===== src/core/ir_xcvr_cfg_pkg.sv =====
// package: register map, field positions, reset values and timing for the ir transceiver configuration block
package ir_xcvr_cfg_pkg;
   // ----------------------------------------------------------------
   // register indices (printed offsets, byte address = 4 * index)
   // ----------------------------------------------------------------
   localparam logic [3:0] IDX_LINK_CONTROL_BANK_SELECT = 4'h3;
   localparam logic [3:0] IDX_RESERVED_BANK7_SLOT      = 4'h5;
   localparam logic [3:0] IDX_IR_RECEIVE_PATH_CONFIG   = 4'h7;
   // registers with no printed offset, placed in free slots
   localparam logic [3:0] IDX_CONSUMER_IR_CONFIG       = 4'h8;
   localparam logic [3:0] IDX_IR_TRANSCEIVER_CONFIG_ONE = 4'h9;
   localparam logic [3:0] IDX_CONSUMER_IR_XCVR_CONFIG  = 4'hA;
   localparam logic [3:0] IDX_MODE_STATUS              = 4'hB;
   localparam int         ADDR_LSB                     = 2;
   localparam int         ADDR_W                       = 6;

   // ----------------------------------------------------------------
   // field positions
   // ----------------------------------------------------------------
   localparam int CIR_RX_HIGH_CARRIER = 5;
   localparam int CIR_RX_OVERSAMPLE   = 6;
   localparam int CIR_RUN_LENGTH      = 7;
   localparam int CIR_RSVD_BIT        = 3;
   localparam int TC1_IDENT_LO        = 0;
   localparam int TC1_IDENT3          = 3;
   localparam int TC1_SIR_LO          = 4;
   localparam int TC1_PULSE           = 7;
   localparam int CXC_LOW_LO          = 0;
   localparam int CXC_HIGH_LO         = 4;
   localparam int RPC_HI_DIR          = 3;
   localparam int RPC_RX_INVERT       = 4;
   localparam int RPC_SEL0_DIR        = 5;
   localparam int RPC_AUTO_CFG        = 7;

   // ----------------------------------------------------------------
   // masks and reset values
   // ----------------------------------------------------------------
   localparam logic [7:0] CIR_WMASK   = 8'hF7;
   localparam logic [7:0] CXC_WMASK   = 8'h77;
   localparam logic [7:0] RPC_WMASK   = 8'hB8;
   localparam logic [7:0] RESET_BYTE  = 8'h00;
   localparam logic [2:0] RESET_SEL   = 3'h0;

   // ----------------------------------------------------------------
   // infrared modes and timing
   // ----------------------------------------------------------------
   typedef enum logic [1:0] {MODE_OTHER, MODE_SIR, MODE_ASK, MODE_CONSUMER} ir_mode_t;
   localparam int CLK_MHZ         = 125;
   localparam int PULSE_TIME_US   = 64;
   localparam int PULSE_CYCLES    = PULSE_TIME_US * CLK_MHZ;
endpackage


===== src/core/ir_transceiver_config.sv =====
// ir transceiver configuration registers, select-pin control, receive path selection and transmit pulse timer
// Function
// - cfg bit5 picks low or high carrier band
// - cfg bit6 picks period sampling or oversampling
// - cfg bit7 enables 8-bit run-length coding
// - select0 input: ident bit0 reads pin
// - select0 output: ident bit0 drives pin
// - ident bits2-1 same for select2/select1 pins
// - ident3 bit reads ident3 pin, write-ignored
// - sir values drive pins in auto sir
// - pulse bit forces transmit high 64us
// - consumer transceiver config resets to zero
// - consumer low values drive pins, low band
// - consumer high values drive pins, high band
// - bit3 sets select2/select1 pin direction
// - bit4 inverts receiver input
// - bit5 sets select0 pin direction
// - bit7 enables automatic select value choice
// - receiver input selects first or second pin
// - low ident bits read adaptor identification
// - link control/bank select as bank 0
`timescale 1ns/1ps

module ir_transceiver_config #(
   parameter int PULSE_CYCLES = ir_xcvr_cfg_pkg::PULSE_CYCLES
) (
   // clock and reset
   input  wire logic        mclk,
   input  wire logic        rstn,
   // apb slave
   input  wire logic        psel,
   input  wire logic        penable,
   input  wire logic        pwrite,
   input  wire logic [5:0]  paddr,
   input  wire logic [31:0] pwdata,
   output logic [31:0]      prdata,
   output logic             pready,
   output logic             pslverr,
   // mode control and bank 0 link
   input  wire logic [1:0]  ir_mode,
   input  wire logic        aux_receive_select,
   input  wire logic [7:0]  link_control_bank_select_rd,
   output logic             link_control_bank_select_wr,
   output logic [7:0]       link_control_bank_select_wdata,
   // transceiver pins
   input  wire logic        select0_rx2_pin_in,
   output logic             select0_rx2_pin_out,
   output logic             select0_rx2_pin_oe_n,
   input  wire logic [1:0]  select_hi_pins_in,
   output logic [1:0]       select_hi_pins_out,
   output logic             select_hi_pins_oe_n,
   input  wire logic        ident3_pin,
   input  wire logic        ir_receive_first,
   output logic             ir_transmit_out,
   // receive path towards the demodulator
   output logic             rx_data,
   output logic             rx_high_carrier_sel,
   output logic             rx_oversample_sel,
   output logic             run_length_enable
);

   // ----------------------------------------------------------------
   // pin synchronisers
   // ----------------------------------------------------------------
   logic [5:0] sync_a;
   logic [5:0] sync_b;
   logic [5:0] pins_raw;

   assign pins_raw = {ir_receive_first, ident3_pin, select_hi_pins_in, select0_rx2_pin_in, 1'b0};

   // two stages; only sync_b is looked at by logic
   always_ff @(posedge mclk or negedge rstn)
   begin
      if (!rstn)
      begin
         sync_a <= 6'h00;
         sync_b <= 6'h00;
      end
      else
      begin
         sync_a <= pins_raw;
         sync_b <= sync_a;
      end
   end

   logic       s_rx1;
   logic       s_id3;
   logic [1:0] s_hi;
   logic       s_sel0;
   assign s_rx1  = sync_b[5];
   assign s_id3  = sync_b[4];
   assign s_hi   = sync_b[3:2];
   assign s_sel0 = sync_b[1];

   // ----------------------------------------------------------------
   // apb decode
   // ----------------------------------------------------------------
   logic [3:0] idx;
   logic       wr_en;
   logic       rd_en;
   logic       mapped;
   logic [7:0] wb;

   assign idx    = paddr[5:2];
   assign wb     = pwdata[7:0];
   assign wr_en  = psel && penable && pwrite;
   assign rd_en  = psel && penable && !pwrite;
   // single-cycle access phase, never wait states
   assign pready = 1'b1;
   assign mapped = (idx == ir_xcvr_cfg_pkg::IDX_LINK_CONTROL_BANK_SELECT)
                || (idx == ir_xcvr_cfg_pkg::IDX_RESERVED_BANK7_SLOT)
                || (idx == ir_xcvr_cfg_pkg::IDX_IR_RECEIVE_PATH_CONFIG)
                || (idx == ir_xcvr_cfg_pkg::IDX_CONSUMER_IR_CONFIG)
                || (idx == ir_xcvr_cfg_pkg::IDX_IR_TRANSCEIVER_CONFIG_ONE)
                || (idx == ir_xcvr_cfg_pkg::IDX_CONSUMER_IR_XCVR_CONFIG)
                || (idx == ir_xcvr_cfg_pkg::IDX_MODE_STATUS);
   // unaligned or unmapped accesses flag an error
   assign pslverr = psel && penable && (!mapped || (paddr[1:0] != 2'h0));

   // link control / bank select is forwarded to the shared bank 0 copy
   assign link_control_bank_select_wr    = wr_en && !pslverr
                                        && (idx == ir_xcvr_cfg_pkg::IDX_LINK_CONTROL_BANK_SELECT);
   assign link_control_bank_select_wdata = wb;

   // ----------------------------------------------------------------
   // configuration registers
   // ----------------------------------------------------------------
   logic [7:0] consumer_ir_config;
   logic [7:0] consumer_ir_transceiver_config;
   logic [7:0] ir_receive_path_config;
   logic [2:0] ident_ctl;     // written drive values for select pins 2..0
   logic [2:0] sir_select_values;

   logic auto_config_enable;
   logic select_hi_pins_dir;
   logic select0_pin_dir;
   logic rx_input_invert;
   assign select_hi_pins_dir = ir_receive_path_config[ir_xcvr_cfg_pkg::RPC_HI_DIR];
   assign rx_input_invert    = ir_receive_path_config[ir_xcvr_cfg_pkg::RPC_RX_INVERT];
   assign select0_pin_dir    = ir_receive_path_config[ir_xcvr_cfg_pkg::RPC_SEL0_DIR];
   assign auto_config_enable = ir_receive_path_config[ir_xcvr_cfg_pkg::RPC_AUTO_CFG];

   // consumer-ir configuration; reserved bit held at zero
   always_ff @(posedge mclk or negedge rstn)
   begin
      if (!rstn)
         consumer_ir_config <= ir_xcvr_cfg_pkg::RESET_BYTE;
      else if (wr_en && idx == ir_xcvr_cfg_pkg::IDX_CONSUMER_IR_CONFIG)
         consumer_ir_config <= wb & ir_xcvr_cfg_pkg::CIR_WMASK;
   end

   assign rx_high_carrier_sel = consumer_ir_config[ir_xcvr_cfg_pkg::CIR_RX_HIGH_CARRIER];
   assign rx_oversample_sel   = consumer_ir_config[ir_xcvr_cfg_pkg::CIR_RX_OVERSAMPLE];
   assign run_length_enable   = consumer_ir_config[ir_xcvr_cfg_pkg::CIR_RUN_LENGTH];

   // consumer-ir transceiver configuration, zero after reset
   always_ff @(posedge mclk or negedge rstn)
   begin
      if (!rstn)
         consumer_ir_transceiver_config <= ir_xcvr_cfg_pkg::RESET_BYTE;
      else if (wr_en && idx == ir_xcvr_cfg_pkg::IDX_CONSUMER_IR_XCVR_CONFIG)
         consumer_ir_transceiver_config <= wb & ir_xcvr_cfg_pkg::CXC_WMASK;
   end

   // receive path configuration
   always_ff @(posedge mclk or negedge rstn)
   begin
      if (!rstn)
         ir_receive_path_config <= ir_xcvr_cfg_pkg::RESET_BYTE;
      else if (wr_en && idx == ir_xcvr_cfg_pkg::IDX_IR_RECEIVE_PATH_CONFIG)
         ir_receive_path_config <= wb & ir_xcvr_cfg_pkg::RPC_WMASK;
   end

   // identification/control bits: a write lands only on pins set as outputs
   always_ff @(posedge mclk or negedge rstn)
   begin
      if (!rstn)
      begin
         ident_ctl         <= ir_xcvr_cfg_pkg::RESET_SEL;
         sir_select_values <= ir_xcvr_cfg_pkg::RESET_SEL;
      end
      else if (wr_en && idx == ir_xcvr_cfg_pkg::IDX_IR_TRANSCEIVER_CONFIG_ONE)
      begin
         if (select0_pin_dir)
            ident_ctl[0] <= wb[ir_xcvr_cfg_pkg::TC1_IDENT_LO];
         if (select_hi_pins_dir)
            ident_ctl[2:1] <= wb[ir_xcvr_cfg_pkg::TC1_IDENT_LO + 1 +: 2];
         sir_select_values <= wb[ir_xcvr_cfg_pkg::TC1_SIR_LO +: 3];
      end
   end

   // ----------------------------------------------------------------
   // special transceiver pulse timer
   // ----------------------------------------------------------------
   localparam int CNT_W = $clog2(PULSE_CYCLES + 1);
   logic [CNT_W-1:0] pulse_cnt;
   logic             special_transceiver_pulse;
   logic             pulse_write;

   assign pulse_write = wr_en && idx == ir_xcvr_cfg_pkg::IDX_IR_TRANSCEIVER_CONFIG_ONE
                     && wb[ir_xcvr_cfg_pkg::TC1_PULSE];

   // each write of one reloads the full period; writing zero is ignored.
   // a software loop of restarts can hold the led on indefinitely.
   always_ff @(posedge mclk or negedge rstn)
   begin
      if (!rstn)
      begin
         pulse_cnt                 <= '0;
         special_transceiver_pulse <= 1'b0;
      end
      else if (pulse_write)
      begin
         pulse_cnt                 <= CNT_W'(PULSE_CYCLES - 1);
         special_transceiver_pulse <= 1'b1;
      end
      else if (special_transceiver_pulse)
      begin
         if (pulse_cnt == '0)
            special_transceiver_pulse <= 1'b0;
         else
            pulse_cnt <= pulse_cnt - 1'b1;
      end
   end

   assign ir_transmit_out = special_transceiver_pulse;

   // ----------------------------------------------------------------
   // select pin drive values
   // ----------------------------------------------------------------
   logic [2:0] next_select;
   logic       mode_drive;

   // auto mode picks a value set by ir mode; otherwise the written bits drive
   always_comb
   begin
      next_select = ident_ctl;
      mode_drive  = 1'b1;
      if (auto_config_enable)
      begin
         case (ir_xcvr_cfg_pkg::ir_mode_t'(ir_mode))
            ir_xcvr_cfg_pkg::MODE_ASK:
               next_select = ident_ctl;
            ir_xcvr_cfg_pkg::MODE_SIR:
               next_select = sir_select_values;
            ir_xcvr_cfg_pkg::MODE_CONSUMER:
               if (rx_high_carrier_sel)
                  next_select = consumer_ir_transceiver_config[ir_xcvr_cfg_pkg::CXC_HIGH_LO +: 3];
               else
                  next_select = consumer_ir_transceiver_config[ir_xcvr_cfg_pkg::CXC_LOW_LO +: 3];
            default:
               mode_drive = 1'b0;
         endcase
      end
   end

   // pins are registered so data outputs never glitch; hold previous value when undriven mode
   always_ff @(posedge mclk or negedge rstn)
   begin
      if (!rstn)
      begin
         select0_rx2_pin_out <= 1'b0;
         select_hi_pins_out  <= 2'h0;
      end
      else if (mode_drive)
      begin
         select0_rx2_pin_out <= next_select[0];
         select_hi_pins_out  <= next_select[2:1];
      end
   end

   // output enables are active low
   assign select0_rx2_pin_oe_n = !select0_pin_dir;
   assign select_hi_pins_oe_n  = !select_hi_pins_dir;

   // ----------------------------------------------------------------
   // receive input selection and inversion
   // ----------------------------------------------------------------
   logic rx_pick;
   // output direction with aux select is undefined; first pin is used then
   assign rx_pick = (!select0_pin_dir && aux_receive_select) ? s_sel0 : s_rx1;

   always_ff @(posedge mclk or negedge rstn)
   begin
      if (!rstn)
         rx_data <= 1'b0;
      else
         rx_data <= rx_pick ^ rx_input_invert;
   end

   // ----------------------------------------------------------------
   // read mux
   // ----------------------------------------------------------------
   logic [7:0] tc1_read;
   logic [7:0] rd_byte;

   // ident bits show pin levels while inputs, written values while outputs
   assign tc1_read = {special_transceiver_pulse, sir_select_values, s_id3,
                      select_hi_pins_dir ? ident_ctl[2:1] : s_hi,
                      select0_pin_dir ? ident_ctl[0] : s_sel0};

   always_comb
   begin
      rd_byte = 8'h00;
      case (idx)
         ir_xcvr_cfg_pkg::IDX_LINK_CONTROL_BANK_SELECT:  rd_byte = link_control_bank_select_rd;
         ir_xcvr_cfg_pkg::IDX_IR_RECEIVE_PATH_CONFIG:    rd_byte = ir_receive_path_config;
         ir_xcvr_cfg_pkg::IDX_CONSUMER_IR_CONFIG:        rd_byte = consumer_ir_config;
         ir_xcvr_cfg_pkg::IDX_IR_TRANSCEIVER_CONFIG_ONE: rd_byte = tc1_read;
         ir_xcvr_cfg_pkg::IDX_CONSUMER_IR_XCVR_CONFIG:   rd_byte = consumer_ir_transceiver_config;
         ir_xcvr_cfg_pkg::IDX_MODE_STATUS:               rd_byte = {6'h00, ir_mode};
         default:                                        rd_byte = 8'h00;
      endcase
   end

   // read data registered on the access edge is too late for apb; drive from the mux
   assign prdata = rd_en ? {24'h000000, rd_byte} : 32'h00000000;
endmodule // ir_transceiver_config


===== config.mk =====
export PLATFORM = sky130hd
export DESIGN_NAME = ir_transceiver_config
export DESIGN_NICKNAME = d
export VERILOG_FILES = /design/src/core/ir_xcvr_cfg_pkg.sv /design/src/core/ir_transceiver_config.sv
export SDC_FILE = /design/constraint.sdc
export NUM_CORES = 1
export LEC_CHECK = 0
export BUFFER_PORTS_ARGS = -buffer_cell sky130_fd_sc_hd__buf_2
export CAP_MARGIN = 10
export CORE_ASPECT_RATIO = 1.5
export CORE_MARGIN = 2
export CORE_UTILIZATION = 40
export CTS_BUF_LIST = sky130_fd_sc_hd__clkbuf_4 sky130_fd_sc_hd__clkbuf_8 sky130_fd_sc_hd__clkbuf_16
export DETAILED_ROUTE_END_ITERATION = 12
export PLACE_DENSITY = 0.76
export SYNTH_ARGS = -nofsm -noshare
export SYNTH_HDL_FRONTEND = slang
export SYNTH_SLANG_ARGS = --single-unit

===== constraint.sdc =====
create_clock -name mclk -period 4.7 [get_ports mclk]
set_clock_uncertainty 0.2 [all_clocks]
set_input_delay 0.235 -clock mclk [delete_from_list [all_inputs] [get_ports mclk]]
set_output_delay 0.235 -clock mclk [all_outputs]
set_load 0.02 [all_outputs]

Word-level counts from Yosys, hierarchy flattened. Cells that the tools add are included.

Bitwise operators: 1. Add/sub/neg operators: 1. Eq/ne operators: 11. Mux-type cells: 16. Reductions and logical operators: 31.

Operator list (count): $pmux W8 S6 (1); $mux W13 (3); $eq A4 B4 Y1 const B (4); $logic_not A13 Y1 (1); $sub A13 B1 Y13 const B (1); $logic_and A1 B1 Y1 (12); $eq A4 B3 Y1 const B (2); $mux W8 (1); $logic_or A1 B1 Y1 (7); $mux W1 (7); $mux W3 (2); $pmux W3 S2 (1); $reduce_and A2 Y1 (3); $logic_not A1 Y1 (5); $eq A2 B2 Y1 const B (2); $eq A4 B2 Y1 const B (1); $reduce_bool A2 Y1 (2); $reduce_or A3 Y1 (1); $eq A2 B1 Y1 const B (1); $mux W2 (1); $ne A2 B2 Y1 const B (1); $xor A1 B1 Y1 (1).

Word-level logic and storage cells: 73. Input bits: 59. Flip-flop bits (word level): 51.

Logic depth before layout (Yosys ltp).
Depth in word-level cells: 13. Depth in mapped cells: 7. Depth with buffers taken out: 6.

Least setup slack after synthesis. No wires, ideal clock.

Kind: register to register. Start: reg special_transceiver_pulse (netlist: ir_transmit_out). End: reg pulse_cnt[9]. Path buffers: 0. Arrival: 1.873 ns. Clock period less this slack: 2.198 ns. Path slack: 2.502 ns. Setup time: 0.125 ns. Cell stages (with the launch flop): 5. Required time: 4.375 ns. Path through: dfrtp_1 or4b_4 or4_4 nor3_2 mux2_2.

Cells in the longest elaborated chain, start to end: 2.

RTL lines: from (decl) (RTL line ir_transceiver_config.sv:197) `logic special_transceiver_pulse;`; from (signal assigned) (RTL line ir_transceiver_config.sv:210) `special_transceiver_pulse <= 1'b0;`; from (signal assigned) (RTL line ir_transceiver_config.sv:215) `special_transceiver_pulse <= 1'b1;`; from (signal assigned) (RTL line ir_transceiver_config.sv:220) `special_transceiver_pulse <= 1'b0;`; $reduce_bool A2 Y1 (no line); $reduce_and A2 Y1 (no line); to (signal assigned) (RTL line ir_transceiver_config.sv:214) `pulse_cnt <= CNT_W'(PULSE_CYCLES - 1);`; to (signal assigned) (RTL line ir_transceiver_config.sv:222) `pulse_cnt <= pulse_cnt - 1'b1;`; to (decl) (RTL line ir_transceiver_config.sv:196) `logic [CNT_W-1:0] pulse_cnt;`.

Every way passes these cells. A chain may end at the register's enable or synchronous reset.

Worst setup path after layout.
Start: reg pulse_cnt[2]. End: reg pulse_cnt[9].

Cells in the longest elaborated chain, start to end: 4. Elaborated cells on any way between the ends: 7. Classes of those cells: add/sub: 1; eq/ne: 1; mux: 3; reduce/logical: 2.

RTL lines: $sub A13 B1 Y13 (RTL line ir_transceiver_config.sv:222); $mux W13 (RTL line ir_transceiver_config.sv:219) `if (pulse_cnt == '0)`; $mux W13 (RTL line ir_transceiver_config.sv:217) `else if (special_transceiver_pulse)`; $mux W13 (RTL line ir_transceiver_config.sv:212) `else if (pulse_write)`.

Parallel ways exist; a longest one is shown, timed or not. The select of a mux whose other input is x is not followed.

==> flow_summary_export.csv <==
group,metric,value,unit
power_and_ir_drop,power,0.00118,W
logic_synthesis,ys_ff_latch,51,
floorplanning,fp.dieArea,7880,um2
cells_and_area,nets,397,
clock_tree,cts_root_buffer,"clkbuf_8",
sta,worst_slew_pin_slew,0.741,ns
clock_tree,cts_tree,"done",
floorplanning,die_h,108,um
routing,post_drt_wl_per_cell,15.1,um
critical_path,reg2reg_slack,2.42,ns
power_and_ir_drop,switching_power,0.000377,W
critical_path,cp_slowest_cell,"or4b_4",
placed_design,dp_hpwl,4770,um
outcome,outcome,"finished clean",
sta,timing.hold.ws,0.00488,ns
global_routing,groute.usage.overall,0.166,
routing,postRouteAntennaNets,0,
clock_tree,path_clk_slew,0.10,ns
sta,rsz0062_at_grt,"no",
clock_tree,clockBufferDepth,2,
routing,drt_iter0_drc,120,
clock_tree,cts.repair.resized,0,
job,drv_cap,0,
logic_synthesis,synth_common_cells,"dfrtp_1 (51), buf_4 (33), nor2_1 (24)",
logic_synthesis,synth.most_common_cell,"dfrtp_1",
critical_path,path_cells,"or4b_4 -> or4_4 -> nor3_2 -> mux2_2",
routing,first_pass_iters,5,
sta,setup_viol,0,
sta,min_period,2.28,ns
global_routing,grt_overflow_total,0,
sta,max_slew_margin,0.499,
power_and_ir_drop,comb_power_share,0.237,
floorplanning,core-area,6900,um2
global_routing,grt_max_degree,52,
power_and_ir_drop,leakagePower,1.55,nW
min_path,hold_depth,2,
power_and_ir_drop,ir_drop,221,uV
critical_path,r2r_start,"pulse_cnt[2]",
global_routing,grt_pass1_vias,2109,
logic_synthesis,syn_inst,278,
logic_synthesis,syn_area,2870,um2
sta,slew_viol_final,0,
logic_synthesis,ys_async_sr_fraction,1.00,
logic_synthesis,synth.area.mux_share,0.139,
cells_and_area,drive_above_1_share,0.322,
logic_synthesis,yosysWarnings,0,
floorplanning,rows,37,
sta,post-route-period-util,0.486,
global_routing,antenna_found_initial,0,
cells_and_area,syn_to_final_growth,14.9,%
floorplanning,start_util,0.416,
clock_tree,htreeDepth,2,
critical_path,required,4.71,ns
sta,finalHoldViolCount,0,
routing,vias_per_cell,5.34,
power_and_ir_drop,switching_share,0.319,
logic_synthesis,synthSimpleGateAreaFrac,0.177,
critical_path,slowest_delay,0.56,ns
logic_synthesis,synth_xor_area_frac,0.00611,
logic_synthesis,synth_edf_count,0,
cells_and_area,antennaDiodeCount,0,
critical_path,critPathCaptureType,"flip-flop",
floorplanning,io_pins,112,
logic_synthesis,synth_compound_area_frac,0.115,
clock_tree,insertion_delay,0.31,ns
critical_path,worst-setup-path-type,"flip-flop to flip-flop",
floorplanning,die_w,73.1,um
logic_synthesis,netlist_top_cells_area,"dfrtp_1 (45%), mux2_2 (9.0%), buf_4 (8.6%)",
critical_path,reg2reg_depth,4,
routing,wl,6260,um
logic_synthesis,netlist.area_leader.share,0.445,
critical_path,r2r_end,"pulse_cnt[9]",
min_path,whs_endpoint,"consumer_ir_transceiver_config[0]",
logic_synthesis,synth_fa_ha_area_frac,0.00436,
power_and_ir_drop,power_density,359,nW/um2
clock_tree,cts_sinks,51,
placed_design,gp_congestion,0.804,
sta,fmax,438,MHz
logic_synthesis,synthesis.area_per_instance,10.3,um2
logic_synthesis,synth_top_family_by_area,"simple AND/OR/NAND/NOR gates",
critical_path,crit_fanout,6,
power_and_ir_drop,pwr-share-clk,0.260,
routing,drc,0,
placed_design,io_buffers,62,
routing,vias,2220,
placed_design,place_ws,2.31,ns
critical_path,cp.arrival,2.29,ns
sta,worst_slack,2.42,ns
sta,tns,0,ns
logic_synthesis,ys_seq_area_frac,0.445,
logic_synthesis,synth_cell_types,56,
power_and_ir_drop,intPower,0.000805,W
logic_synthesis,synth_top_area_cell,"dfrtp_1",
min_path,min-delay-start,"pwdata[0]",
min_path,hp-class,"input port to flip-flop",
logic_synthesis,synth_flop_cell,"dfrtp_1",
power_and_ir_drop,seqPwrFrac,0.503,
global_routing,grt_pass1_wl,10000,um
critical_path,cp-start-kind,"flip-flop",
clock_tree,numCtsBuffers,5,
sequential cells by signal, indices dropped and copies added (netlist names):
register and cells:
pulse_cnt 13, ir_transmit_out 1, select_hi_pins_out 2, sir_select_values 3
consumer_ir_transceiver_config 6, rx_data 1, select0_rx2_pin_out 1, ident_ctl 3
ir_receive_path_config 4, sync_a 5, sync_b 5, consumer_ir_config 7
repair_timing:
item	CTS	global route
hold buffers	10	0
setup endpoints to repair	0	0
setup buffers	0	0
endpoints found under the hold margin	63	0
per-stage QoR:
stage                     cell area (um2)  instances  utilization
after floorplan                      2950        301            -
after global placement               3080        398        0.447
after detailed placement             3080        398        0.447
after CTS                            3290        416        0.478
after global routing                 3290        416        0.478
final                                3290        416        0.478
power by group through the flow:
stage,Sequential [W],Combinational [W],Clock (W)
final,0.000595,0.000281,0.000307
after global routing,0.000605,0.000316,0.000331
after CTS,0.000592,0.000285,0.000315
after detailed placement,0.000601,0.000278,0
after global placement,0.000597,0.000265,0
after floorplan,0.000591,0.000209,0
layer usage:
metal  wire length [um]  vias to the layer above  global-route usage
li1                   -                     1059                   -
met1               2420                     1062               0.180
met2               3330                       92               0.297
met3                411                        7              0.0421
met4                112                        0              0.0701
met5                  0                        -                   0
how the worst max path moves through the flow:
stage	cells after the start	endpoint	startpoint	slack (ns)
floorplan	4	pulse_cnt[9]	ir_transmit_out	2.50
global placement	6	pulse_cnt[5]	paddr[3]	2.38
detailed placement	6	pulse_cnt[5]	paddr[3]	2.31
CTS	4	pulse_cnt[9]	pulse_cnt[2]	2.43
global route	6	prdata[1]	paddr[2]	2.35
finish	4	pulse_cnt[9]	pulse_cnt[2]	2.42
cell usage in the layout (no fill, tap or decap), types with 3 or more instances in the layout:
| master | count |
|---|---|
| buf_2 | 62 |
| dfrtp_1 | 51 |
| conb_1 | 25 |
| nor2_1 | 24 |
| mux2_2 | 23 |
| nand2_1 | 15 |
| mux2i_1 | 14 |
| o21ai_0 | 11 |
| dlygate4sd3_1 | 10 |
| nand3_1 | 9 |
| a21oi_1 | 8 |
| inv_1 | 6 |
| and2_1 | 5 |
| clkbuf_8 | 5 |
| nor3_1 | 4 |
| and3_1 | 4 |
| nor2b_1 | 3 |
| nor3b_1 | 3 |
| a221o_1 | 3 |
| o31ai_1 | 3 |
cells by family after synthesis:
family | Yosys count
compound gates | 46
xor+xnor | 2
fa+ha+maj | 1
buf+inv | 51
flops | 51
mux | 37
other cells | 2
simple gates | 88
final cells by class:
cell class,instances,area (um2)
fillers,649,3600
well taps,78,97.6
multi-input cells,199,1360
clock buffers,5,68.8
flip-flops and latches,51,1280
clock inverters,3,43.8
inverters,6,22.5
repair buffers,74,425
critical path, delay by kind of cell, from the launching register on:
| kind | cells | cell delay [ns] |
|---|---|---|
| AND/OR/NAND/NOR | 3 | 1.15 |
| flip-flops | 1 | 0.47 |
| multiplexers | 1 | 0.35 |
Power figures use the tool's default switching activity.
